`src/pkg/txtb_map.svh`:
```
// constants of the transmit telecom bus framer: frame geometry, overhead bytes, clock rates
// assumes inclusion by txtb_pkg, txtb_top, the monitor and the bench, by bare name
`ifndef TXTB_MAP_SVH
`define TXTB_MAP_SVH

`define TXTB_MCLK_KHZ      100000
`define TXTB_BUS_CLK_KHZ   19440
`define TXTB_NCO_W         24

`define TXTB_LAST_ROW      4'h8
`define TXTB_LAST_COL      9'h10D
`define TXTB_TOH_COLS      9'h009
`define TXTB_C1_ROW        4'h0
`define TXTB_C1_COL        9'h006
`define TXTB_PTR_ROW       4'h3
`define TXTB_J1_COL        9'h009
`define TXTB_J1_LAST_COL   9'h00B
`define TXTB_A2_COL        9'h003
`define TXTB_H3_COL        9'h006

`define TXTB_A1_BYTE       8'hF6
`define TXTB_A2_BYTE       8'h28
`define TXTB_J0_BYTE       8'h01
`define TXTB_H1_BYTE       8'h60
`define TXTB_H2_BYTE       8'h00
`define TXTB_H1_CAT_BYTE   8'h93
`define TXTB_H2_CAT_BYTE   8'hFF
`define TXTB_FILL_BYTE     8'h00

`define TXTB_FIFO_W        8
`define TXTB_FIFO_DEPTH    16

`endif

```
`src/pkg/txtb_pkg.sv`:
```
// types shared by the transmit telecom bus framer modules
// assumes txtb_map.svh on the include path
`include "txtb_map.svh"

package txtb_pkg;

  typedef enum logic [1:0] {
    TXTB_KIND_TOH = 2'b00,
    TXTB_KIND_C1  = 2'b01,
    TXTB_KIND_J1  = 2'b10,
    TXTB_KIND_PAY = 2'b11
  } txtb_kind_t;

  typedef struct packed {
    logic                   en_s1;
    logic                   en_s2;
    logic                   mode_s1;
    logic                   mode_s2;
    logic                   cat_s1;
    logic                   cat_s2;
    logic [`TXTB_NCO_W-1:0] acc;
    logic                   clk_out;
    logic [3:0]             row;
    logic [8:0]             col;
    logic [7:0]             bus_byte;
    logic                   pl;
    logic                   marker;
  } txtb_top_st_t;

endpackage

```
`src/verilog/txtb_fifo.sv`:
```
// byte fifo between the user payload source and the bus framer
// assumes one clock and a reset already synchronised to it
`timescale 1ns/100ps
`default_nettype none

module txtb_fifo #(
  parameter int W     = 8,
  parameter int DEPTH = 16
) (
  input  wire logic         clk,
  input  wire logic         rst_n,
  input  wire logic [W-1:0] wr_data,
  input  wire logic         wr_valid,
  output logic              wr_ready,
  output logic [W-1:0]      rd_data,
  output logic              rd_valid,
  input  wire logic         rd_ready
);

  localparam int AW = $clog2(DEPTH);

  typedef struct packed {
    logic [DEPTH-1:0][W-1:0] mem;
    logic [AW-1:0]           wr_ptr;
    logic [AW-1:0]           rd_ptr;
    logic [AW:0]             count;
  } txtb_fifo_st_t;

  localparam logic [AW:0]   FULL_CNT = (AW+1)'(DEPTH);
  localparam logic [AW-1:0] LAST_PTR = AW'(DEPTH - 1);

  txtb_fifo_st_t cur_ff;
  txtb_fifo_st_t nxt_st;
  logic          do_wr;
  logic          do_rd;

  assign wr_ready = (cur_ff.count != FULL_CNT);
  assign rd_valid = (cur_ff.count != '0);
  assign rd_data  = cur_ff.mem[cur_ff.rd_ptr];
  assign do_wr    = wr_valid && wr_ready;
  assign do_rd    = rd_ready && rd_valid;

  always_comb begin
    nxt_st = cur_ff;
    if (do_wr) begin
      nxt_st.mem[cur_ff.wr_ptr] = wr_data;
      nxt_st.wr_ptr = (cur_ff.wr_ptr == LAST_PTR) ? '0 : cur_ff.wr_ptr + 1'b1;
    end
    if (do_rd) begin
      nxt_st.rd_ptr = (cur_ff.rd_ptr == LAST_PTR) ? '0 : cur_ff.rd_ptr + 1'b1;
    end
    if (do_wr && !do_rd) begin
      nxt_st.count = cur_ff.count + 1'b1;
    end else if (do_rd && !do_wr) begin
      nxt_st.count = cur_ff.count - 1'b1;
    end
  end

  always_ff @(posedge clk or negedge rst_n) begin
    if (!rst_n) begin
      cur_ff <= '0;
    end else begin
      cur_ff <= nxt_st;
    end
  end

endmodule // txtb_fifo

`default_nettype wire

```
`src/verilog/txtb_top.sv`:
```
// transmit telecom bus framer: builds STS-3/STM-1 frames from a payload byte stream
// assumes mclk at 100 MHz; enable and mode inputs may come from pins
`timescale 1ns/100ps
`default_nettype none
`include "txtb_map.svh"

module txtb_top
  import txtb_pkg::*;
(
  input  wire logic       mclk,
  input  wire logic       arst_n,
  input  wire logic       bus_enable,
  input  wire logic       rephase_off_mode,
  input  wire logic       sts3c_mode,
  input  wire logic [7:0] in_byte,
  input  wire logic       in_valid,
  output logic            in_ready,
  output logic            tx_bus_clock_out,
  output logic [7:0]      tx_bus_byte,
  output logic            payload_indicator,
  output logic            frame_phase_marker
);

  ////////////////////////////////////////////////////////////////////////////
  // constants

  localparam int NW = `TXTB_NCO_W;
  // fractional step: 19.44 MHz is no integer divide of 100 MHz
  localparam logic [NW-1:0] NCO_INC =
    NW'((64'(`TXTB_BUS_CLK_KHZ) << NW) / 64'(`TXTB_MCLK_KHZ));

  ////////////////////////////////////////////////////////////////////////////
  // reset release

  logic [1:0] rst_sync_ff;
  logic       rst_n;

  always_ff @(posedge mclk or negedge arst_n) begin
    if (!arst_n) begin
      rst_sync_ff <= 2'h0;
    end else begin
      rst_sync_ff <= {rst_sync_ff[0], 1'b1};
    end
  end

  assign rst_n = rst_sync_ff[1];

  ////////////////////////////////////////////////////////////////////////////
  // payload buffer

  logic [7:0] pay_byte;
  logic       pay_valid;
  logic       pay_ready;

  txtb_fifo #(
    .W     (`TXTB_FIFO_W),
    .DEPTH (`TXTB_FIFO_DEPTH)
  ) u_fifo (
    .clk      (mclk),
    .rst_n    (rst_n),
    .wr_data  (in_byte),
    .wr_valid (in_valid),
    .wr_ready (in_ready),
    .rd_data  (pay_byte),
    .rd_valid (pay_valid),
    .rd_ready (pay_ready)
  );

  ////////////////////////////////////////////////////////////////////////////
  // frame position helpers

  function automatic txtb_kind_t slot_kind(
    input logic [3:0] row,
    input logic [8:0] col,
    input logic       cat
  );
    txtb_kind_t k;
    k = TXTB_KIND_PAY;
    if (col < `TXTB_TOH_COLS) begin
      k = TXTB_KIND_TOH;
      if (row == `TXTB_C1_ROW && col == `TXTB_C1_COL) begin
        k = TXTB_KIND_C1;
      end
    // pointer held at zero offset, so J1 follows H3 in the pointer row
    end else if (row == `TXTB_PTR_ROW && col == `TXTB_J1_COL) begin
      k = TXTB_KIND_J1;
    end else if (row == `TXTB_PTR_ROW && !cat && col <= `TXTB_J1_LAST_COL) begin
      k = TXTB_KIND_J1;
    end
    return k;
  endfunction

  function automatic logic [7:0] toh_byte(
    input logic [3:0] row,
    input logic [8:0] col,
    input logic       cat
  );
    logic [7:0] b;
    logic       slave;
    b = `TXTB_FILL_BYTE;
    // in concatenated mode only the first pointer carries a value
    slave = cat && col != 9'h000 && col != `TXTB_A2_COL;
    if (row == `TXTB_C1_ROW) begin
      if (col < `TXTB_A2_COL) begin
        b = `TXTB_A1_BYTE;
      end else if (col < `TXTB_C1_COL) begin
        b = `TXTB_A2_BYTE;
      end else if (col == `TXTB_C1_COL) begin
        b = `TXTB_J0_BYTE;
      end
    end else if (row == `TXTB_PTR_ROW) begin
      if (col < `TXTB_A2_COL) begin
        b = slave ? `TXTB_H1_CAT_BYTE : `TXTB_H1_BYTE;
      end else if (col < `TXTB_H3_COL) begin
        b = slave ? `TXTB_H2_CAT_BYTE : `TXTB_H2_BYTE;
      end
    end
    return b;
  endfunction

  ////////////////////////////////////////////////////////////////////////////
  // state

  txtb_top_st_t      cur_ff;
  txtb_top_st_t      nxt_st;
  logic [NW:0]       acc_sum;
  logic              tick;
  logic              en;
  txtb_kind_t        kind;
  logic              pay_slot;

  assign en       = cur_ff.en_s2;
  assign kind     = slot_kind(cur_ff.row, cur_ff.col, cur_ff.cat_s2);
  assign pay_slot = (kind == TXTB_KIND_PAY) || (kind == TXTB_KIND_J1);
  assign acc_sum  = {1'b0, cur_ff.acc} + {1'b0, NCO_INC};
  // bus clock rising edge: msb of the phase goes from low to high
  assign tick     = !cur_ff.acc[NW-1] && acc_sum[NW-1];
  // payload drains only on payload slots of a bus period
  assign pay_ready = tick && en && pay_slot;

  always_comb begin
    nxt_st         = cur_ff;
    nxt_st.en_s1   = bus_enable;
    nxt_st.en_s2   = cur_ff.en_s1;
    nxt_st.mode_s1 = rephase_off_mode;
    nxt_st.mode_s2 = cur_ff.mode_s1;
    nxt_st.cat_s1  = sts3c_mode;
    nxt_st.cat_s2  = cur_ff.cat_s1;
    nxt_st.acc     = acc_sum[NW-1:0];
    nxt_st.clk_out = acc_sum[NW-1];
    if (tick) begin
      if (!en) begin
        nxt_st.row      = 4'h0;
        nxt_st.col      = 9'h000;
        nxt_st.bus_byte = `TXTB_FILL_BYTE;
        nxt_st.pl       = 1'b0;
        nxt_st.marker   = 1'b0;
      end else begin
        // an empty buffer sends fill rather than stalling the frame
        if (pay_slot) begin
          nxt_st.bus_byte = pay_valid ? pay_byte : `TXTB_FILL_BYTE;
        end else begin
          nxt_st.bus_byte = toh_byte(cur_ff.row, cur_ff.col, cur_ff.cat_s2);
        end
        nxt_st.pl = pay_slot;
        // marker only on C1/J0 and J1 slots, gated by mode
        nxt_st.marker = cur_ff.mode_s2 &&
                        (kind == TXTB_KIND_C1 || kind == TXTB_KIND_J1);
        if (cur_ff.col == `TXTB_LAST_COL) begin
          nxt_st.col = 9'h000;
          nxt_st.row = (cur_ff.row == `TXTB_LAST_ROW) ? 4'h0 : cur_ff.row + 4'h1;
        end else begin
          nxt_st.col = cur_ff.col + 9'h001;
        end
      end
    end
  end

  always_ff @(posedge mclk or negedge rst_n) begin
    if (!rst_n) begin
      cur_ff <= '0;
    end else begin
      cur_ff <= nxt_st;
    end
  end

  ////////////////////////////////////////////////////////////////////////////
  // outputs

  assign tx_bus_clock_out   = cur_ff.clk_out;
  assign tx_bus_byte        = cur_ff.bus_byte;
  assign payload_indicator  = cur_ff.pl;
  // marker updated only at a tick: one bus period, three for J1 outside concatenated mode
  assign frame_phase_marker = cur_ff.marker;

endmodule // txtb_top

`default_nettype wire

```
`config.mk`:
```
export PLATFORM = sky130hd
export DESIGN_NAME = txtb_top
export DESIGN_NICKNAME = d
export VERILOG_FILES = /design/src/pkg/txtb_pkg.sv /design/src/verilog/txtb_fifo.sv /design/src/verilog/txtb_top.sv
export VERILOG_INCLUDE_DIRS = /design/src /design/src/pkg
export SDC_FILE = /design/constraint.sdc
export NUM_CORES = 1
export LEC_CHECK = 0
export BUFFER_PORTS_ARGS = -buffer_cell sky130_fd_sc_hd__buf_2
export CAP_MARGIN = 40
export CORE_ASPECT_RATIO = 0.75
export CORE_MARGIN = 4
export CORE_UTILIZATION = 30
export DETAILED_ROUTE_END_ITERATION = 6
export MAX_ROUTING_LAYER = met4
export PLACE_DENSITY = 0.46
export SLEW_MARGIN = 20
export SYNTH_ARGS = -nofsm -noshare
export SYNTH_HDL_FRONTEND = slang
export SYNTH_SLANG_ARGS = --single-unit
```
`constraint.sdc`:
```
create_clock -name mclk -period 5.69 [get_ports mclk]
set_input_delay 0.8535 -clock mclk [delete_from_list [all_inputs] [get_ports mclk]]
set_output_delay 0.8535 -clock mclk [all_outputs]
set_load 0.02 [all_outputs]
```
==> metrics.yaml, run 1 <==
timing:
  slew_headroom_pct: 51.11
  fmax_mhz: 217.1
  drv_slew: 0
  final-hold-violation-count: 0
  rsz0062_at_grt: "false"
  tns_ns: 0
  setup_viol: 0
  fin_skew_ns: 0.008790
  min_period_ns: 4.605
  worst_slew_pin_slew_ns: 0.7334
  finalCritPeriodShare_pct: 80.94
clock_network:
  post_cts.repair.setup_buffers: 0
  cts_buffers: 17
  ctsHoldBuffers: 0
  insertion_delay_ns: 0.45
  cts_sinks: 195
  cts_root_buffer: "clkbuf_16"
  htree_num_levels: 4
  clk_path_buf_depth: 2
  cts_tree: "done"
  clk_pin_slew_worst_paths_ns: 0.07
  ctsResizeCount: 0
global_routing:
  overflow: 0
  antenna_found_initial: 0
  grt.total_usage_pct: 13.43
  grt_pass1_vias: 5824
  grt_max_degree: 194
  grt_pass1_wl_mm: 34.10
pwr:
  p_sw_share_pct: 28.64
  combinationalPowerShare_pct: 25.4
  powerDensity_nw_per_um2: 425.6
  p_int_mw: 3.133
  ir_worst_vdd_mv: 0.2079
  leakagePower_nw: 4.423
  pwr-share-seq_pct: 47.6
  totalPowerFinal_mw: 4.390
  p_sw_mw: 1.257
  clockPowerShare_pct: 27.0
placed_design:
  placed_cells: 1065
  hpwl_mm: 13.95
  port_buffers: 25
  dpl-instance-area_sq_um: 9716
  place_congestion: 0.7988
critical_path:
  endpoint_kind: "flop"
  critPathMaxFanout: 9
  crit_path_cell_trace: "ha_1, a211o_1, a21oi_1, o21ai_0, a21oi_1, a21boi_0, ha_1, nand2_1, a21oi_1, nand2_1, ha_1, inv_1, ha_1, a21o_1, a21oi_1, xnor2_1, nor2_1, xnor2_1"
  critPathSlowestCell: "a21oi_1"
  crit_type: "flop to flop"
  path_delay_family: "compound AO/OA/AOI/OAI gates"
  critPathLaunch: "cur_ff[25]"
  cpPeakStageDelay_ns: 0.52
  required_ns: 6.03
  crit_buf_inv: 1
  r2r_start: "cur_ff[25]"
  arrival_ns: 4.94
  worstSetupStartpointType: "flop"
route:
  drt_iter0_markers: 330
  drc: 0
  routed-via-count: 5545
  ant_nets: 0
  avgRoutedWirePerCell_microns: 19.21
  wl_mm: 21.09
  drtPass1Iterations: 4
  viasPerCell: 5.050
final_layout:
  area_growth_pct: 11.23
  fin_util_pct: 33.99
  fill_cells: 2957
  multi_input_area_sq_um: 4085
  stdcell_count: 1098
  antenna_cells: 0
  nets: 718
  final_area_sq_um: 10310
  drive_above_1_share_pct: 36.62
  seqCellArea_sq_um: 4885
logic_synthesis:
  synthTopCellsByArea: "dfrtp_1 53%, mux2_2 16%, mux4_2 8.5%"
  syn_area_per_cell_sq_um: 13.64
  synth_flop_cell: "dfrtp_1"
  synthCells: 680
  seq_area_frac_synth_pct: 52.62
  syn_area_sq_um: 9274
  ys_top_cells_by_count: "195 x dfrtp_1, 130 x mux2_2, 37 x nand2_1"
  yosysMostFrequentCell: "dfrtp_1"
  yosys_warnings: 0
  synthesis.nets: 712
  yosysTopAreaCellShare_pct: 52.62
  synth_seq_cells: 195
  synthDistinctLibCells: 61
  synth_enable_flop_cells: 0
  synth_top_area_cell: "dfrtp_1"
  synth-async-reset-ratio_pct: 100.0
min_path:
  hp-class: "input pin to asynchronous set/reset pin"
floorplan:
  initial_core_util_pct: 30.56
  row_count: 55
  dieHeight_microns: 160.3
  coreArea_sq_um: 30350
  pin_count: 26
  die_area_sq_um: 33820
  die_w_microns: 211.0
run_status:
  status: "finished clean"
run:
  cap_violations: 0
[power by group through the flow]
| stage | logic [mW] | clock network (mW) | registers (mW) |
|---|---|---|---|
| 6_report | 1.12 | 1.18 | 2.09 |
| 3_3_place_gp | 1.09 | 0 | 2.08 |
| 3_5_place_dp | 1.13 | 0 | 2.12 |
| 5_1_grt | 1.22 | 1.27 | 2.15 |
| 4_1_cts | 1.13 | 1.22 | 2.09 |
| 2_1_floorplan | 0.902 | 0 | 2.04 |
[stage by stage]
step | setup WS (ns) | hold slack (ns)
after detailed placement | 1.051 | 0.3355
after global routing | 0.6016 | 0.1551
after floorplan | 1.791 | 0.3311
final | 1.085 | 0.1742
after CTS | 1.049 | 0.1479
after global placement | 1.311 | 0.3356
[registers in the layout, indices dropped and copies added (netlist names)]
signal	count
rst_sync_ff	2
tx_bus_byte	8
payload_indicator	1
cur_ff	41
u_fifo.cur_ff	141
en	1
frame_phase_marker	1
[layer usage]
metal  vias up  wire (microns)  global-route usage [%]  share of wire, %
met5         -               0                       -                 0
met1      2975           10540                   19.13                50
li1       2492               -                       -                 -
met2        61            9775                   19.32                46
met4         0             234                   3.387               1.1
met3        17             540                   3.240               2.6
[cell families (layout without fill, tap and decap cells)]
kind of cell / after synthesis / count (layout) / synth area share, %
compound gates: 69 / 69 / 5.329
xor+xnor: 33 / 33 / 3.117
fa+ha+maj: 18 / 18 / 2.509
buf+inv: 61 / 80 / 3.332
flops: 195 / 195 / 52.62
mux: 167 / 167 / 24.50
other cells: 1 / 1 / 0.04044
simple gates: 136 / 136 / 8.554
[area by class of cell]
type,count,share of cell area (%)
Tap cell,399,4.840
Clock inverter,11,0.9825
Sequential cell,195,47.36
Inverter,17,0.6186
Clock buffer,21,4.561
Multi-Input combinational cell,424,39.60
Timing Repair Buffer,31,2.038
[final timing paths]
check                                     to  slack [ns]  depth (start not counted)
setup reg to reg            u_fifo.cur_ff[4]        1.08                         18
max in group asynchronous   u_fifo.cur_ff[5]        4.36                          2
min in group mclk                 cur_ff[48]        0.35                          0
hold / removal                rst_sync_ff[1]        0.17                          1
setup / recovery            u_fifo.cur_ff[4]        1.08                         18
hold reg to reg            u_fifo.cur_ff[31]        0.32                          1
[worst reg2reg max path: cells and delay by family (launching register included)]
kind / cells / cell delay, ns
buffers and inverters: 1 / 0.14
AOI/OAI and AO/OA: 8 / 1.96
DFF: 1 / 0.41
xor gates and xnor gates: 2 / 0.27
adders and majority gates: 4 / 1.19
and+or+nand+nor: 3 / 0.54
[placed cells by master, fill, tap and decap left out, drive strengths merged, types with 14 or more instances in the layout]
cell type  netlist  final
buf             22     31
clkbuf          22     21
dfrtp          195    195
ha              17     17
inv             17     20
mux2           130    130
mux4            35     35
nand2           37     37
nand3           35     35
nor2            20     20
o21ai           14     14
xnor2           15     15
xor2            18     18
No activity file was read; power rests on OpenSTA's default activity.
==> inputs of run 2 (changes only) <==
- PLACE_DENSITY: 0.46 -> 0.44
- clock period: 5.69 -> 4.8 ns (I/O delays scaled with it)
==> metrics.yaml, run 2 (synthesis results as in run 1) <==
clock_network:
  cts_buffers: 17
  clk_pin_slew_worst_paths_ns: 0.07
  cts_tree: "done"
  clk_path_buf_depth: 2
  cts_root_buffer: "clkbuf_16"
  cts_sinks: 195
  insertion_delay_ns: 0.44
  htree_num_levels: 4
final_layout:
  seqCellArea_sq_um: 4885
  area_growth_pct: 11.67
  drive_above_1_share_pct: 36.86
  fill_cells: 2951
  regMostFlops: "u_fifo.cur_ff"
  antenna_cells: 0
  final_area_sq_um: 10360
  largest_reg_flops: 141
  multi_input_area_sq_um: 4089
  final_common_cell: "dfrtp_1"
  final_cell_mix: "193 x dfrtp_1, 130 x mux2_2, 37 x nand2_1"
  nets: 721
floorplan:
  die_w_microns: 211.0
  pin_count: 26
  row_count: 55
  initial_core_util_pct: 30.56
  die_area_sq_um: 33820
  coreArea_sq_um: 30350
  dieHeight_microns: 160.3
timing:
  finalCritPeriodShare_pct: 89.15
  worst_slew_pin_slew_ns: 0.6893
  setup_viol: 0
  tns_ns: 0
  min_period_ns: 4.279
  final-hold-violation-count: 0
  rsz0062_at_grt: "false"
  whs_ns: 0.05136
  slew_headroom_pct: 53.96
  fmax_mhz: 233.7
  finalWorstSetupSlack_ns: 0.5210
  drv_slew: 0
  fin_skew_ns: 0.009318
pwr:
  clockPowerShare_pct: 27.8
  p_sw_mw: 1.499
  p_sw_share_pct: 28.42
  ir_worst_vdd_mv: 0.2092
  p_int_mw: 3.775
  combinationalPowerShare_pct: 25.3
  totalPowerFinal_mw: 5.274
  pwr-share-seq_pct: 46.9
  leakagePower_nw: 4.438
  powerDensity_nw_per_um2: 509.2
critical_path:
  cpPeakStageDelay_ns: 0.43
  endpoint_kind: "flop"
  critPathMaxFanout: 8
  worstSetupStartpointType: "flop"
  crit_path_cell_trace: "ha_1, a211o_1, a21oi_1, o21ai_0, a21oi_1, a21boi_0, ha_1, nand2_1, a21oi_2, nand2_1, ha_1, inv_1, fa_1, a21o_1, a21oi_1, xnor2_1, nor2_1, xnor2_1"
  critPathSlowestCell: "fa_1"
  crit_type: "flop to flop"
  path_delay_family: "compound AO/OA/AOI/OAI gates"
  arrival_ns: 4.61
  crit_buf_inv: 1
  required_ns: 5.13
route:
  viasPerCell: 4.975
  ant_nets: 0
  routed-via-count: 5468
  drc: 0
  drt_iter0_markers: 292
  wl_mm: 20.96
  avgRoutedWirePerCell_microns: 19.07
  drtPass1Iterations: 4
global_routing:
  overflow: 0
  grt_pass1_vias: 5858
  antenna_found_initial: 0
  grt_pass1_wl_mm: 33.96
  grt_max_degree: 92
  grt.total_usage_pct: 13.43
placed_design:
  place_congestion: 0.7925
  hpwl_mm: 14.47
  dpl-instance-area_sq_um: 9738
  post-place-ws_ns: 0.3669
  port_buffers: 25
min_path:
  hp-class: "input pin to asynchronous set/reset pin"
run_status:
  status: "finished clean"
run:
  cap_violations: 0
run 2: changes by cell type in the layout (fill, tap and decap cells not counted):
| cell | delta |
|---|---|
| a21oi_1 | -1 |
| a21oi_2 | +1 |
| buf_4 | +3 |
| bufinv_16 | +2 |
| clkbuf_8 | -3 |
| clkinv_2 | -1 |
| clkinv_4 | -1 |
| clkinvlp_4 | +1 |
| inv_6 | -1 |
| inv_8 | +1 |
run 2: area by class of cell:
class	count	area share [%]
Clock buffer	18	4.144
Inverter	17	0.6162
Sequential cell	195	47.17
Multi-Input combinational cell	424	39.48
Tap cell	399	4.821
Timing Repair Buffer	34	2.247
Clock inverter	12	1.522
run 2: timing repair:
action | CTS | global route
buffers inserted | 0 | 0
hold buffers | 0 | 0
hold endpoints to repair | 0 | 0
endpoints found under the setup margin | 0 | 1
gates resized for setup | 0 | 1
run 2: power groups by stage:
| stage | registers [mW] | clock network, mW | logic (mW) |
|---|---|---|---|
| global placement | 2.47 | 0 | 1.28 |
| detailed placement | 2.52 | 0 | 1.34 |
| finish | 2.48 | 1.47 | 1.33 |
| floorplan | 2.42 | 0 | 1.07 |
| global route | 2.54 | 1.58 | 1.47 |
| CTS | 2.49 | 1.52 | 1.34 |
run 2: routing by layer:
metal / track usage (%) / up-vias / share of wire (%)
li1: - / 2509 / -
met1: 18.31 / 2891 / 49
met2: 20.23 / 49 / 48
met3: 2.573 / 19 / 2.0
met4: 4.477 / 0 / 1.3
met5: - / - / 0
run 2: final timing paths:
path                                     start                end  slack, ns  depth (start not counted)
min in group mclk                   cur_ff[49]         cur_ff[48]       0.35                          0
max in group asynchronous       rst_sync_ff[1]  u_fifo.cur_ff[12]       3.55                          2
worst max-delay path                cur_ff[25]   u_fifo.cur_ff[4]       0.52                         18
worst min register to register  rst_sync_ff[1]  u_fifo.cur_ff[32]       0.34                          1
worst min-delay path                    arst_n     rst_sync_ff[1]       0.05                          1
worst max register to register      cur_ff[25]   u_fifo.cur_ff[4]       0.52                         18
run 2: per-stage QoR:
stage               util [%]  std cells
finish                 34.12       1099
detailed placement     32.09       1068
global placement       32.01       1066
floorplan                  -        680
CTS                    34.02       1098
global route           34.12       1099
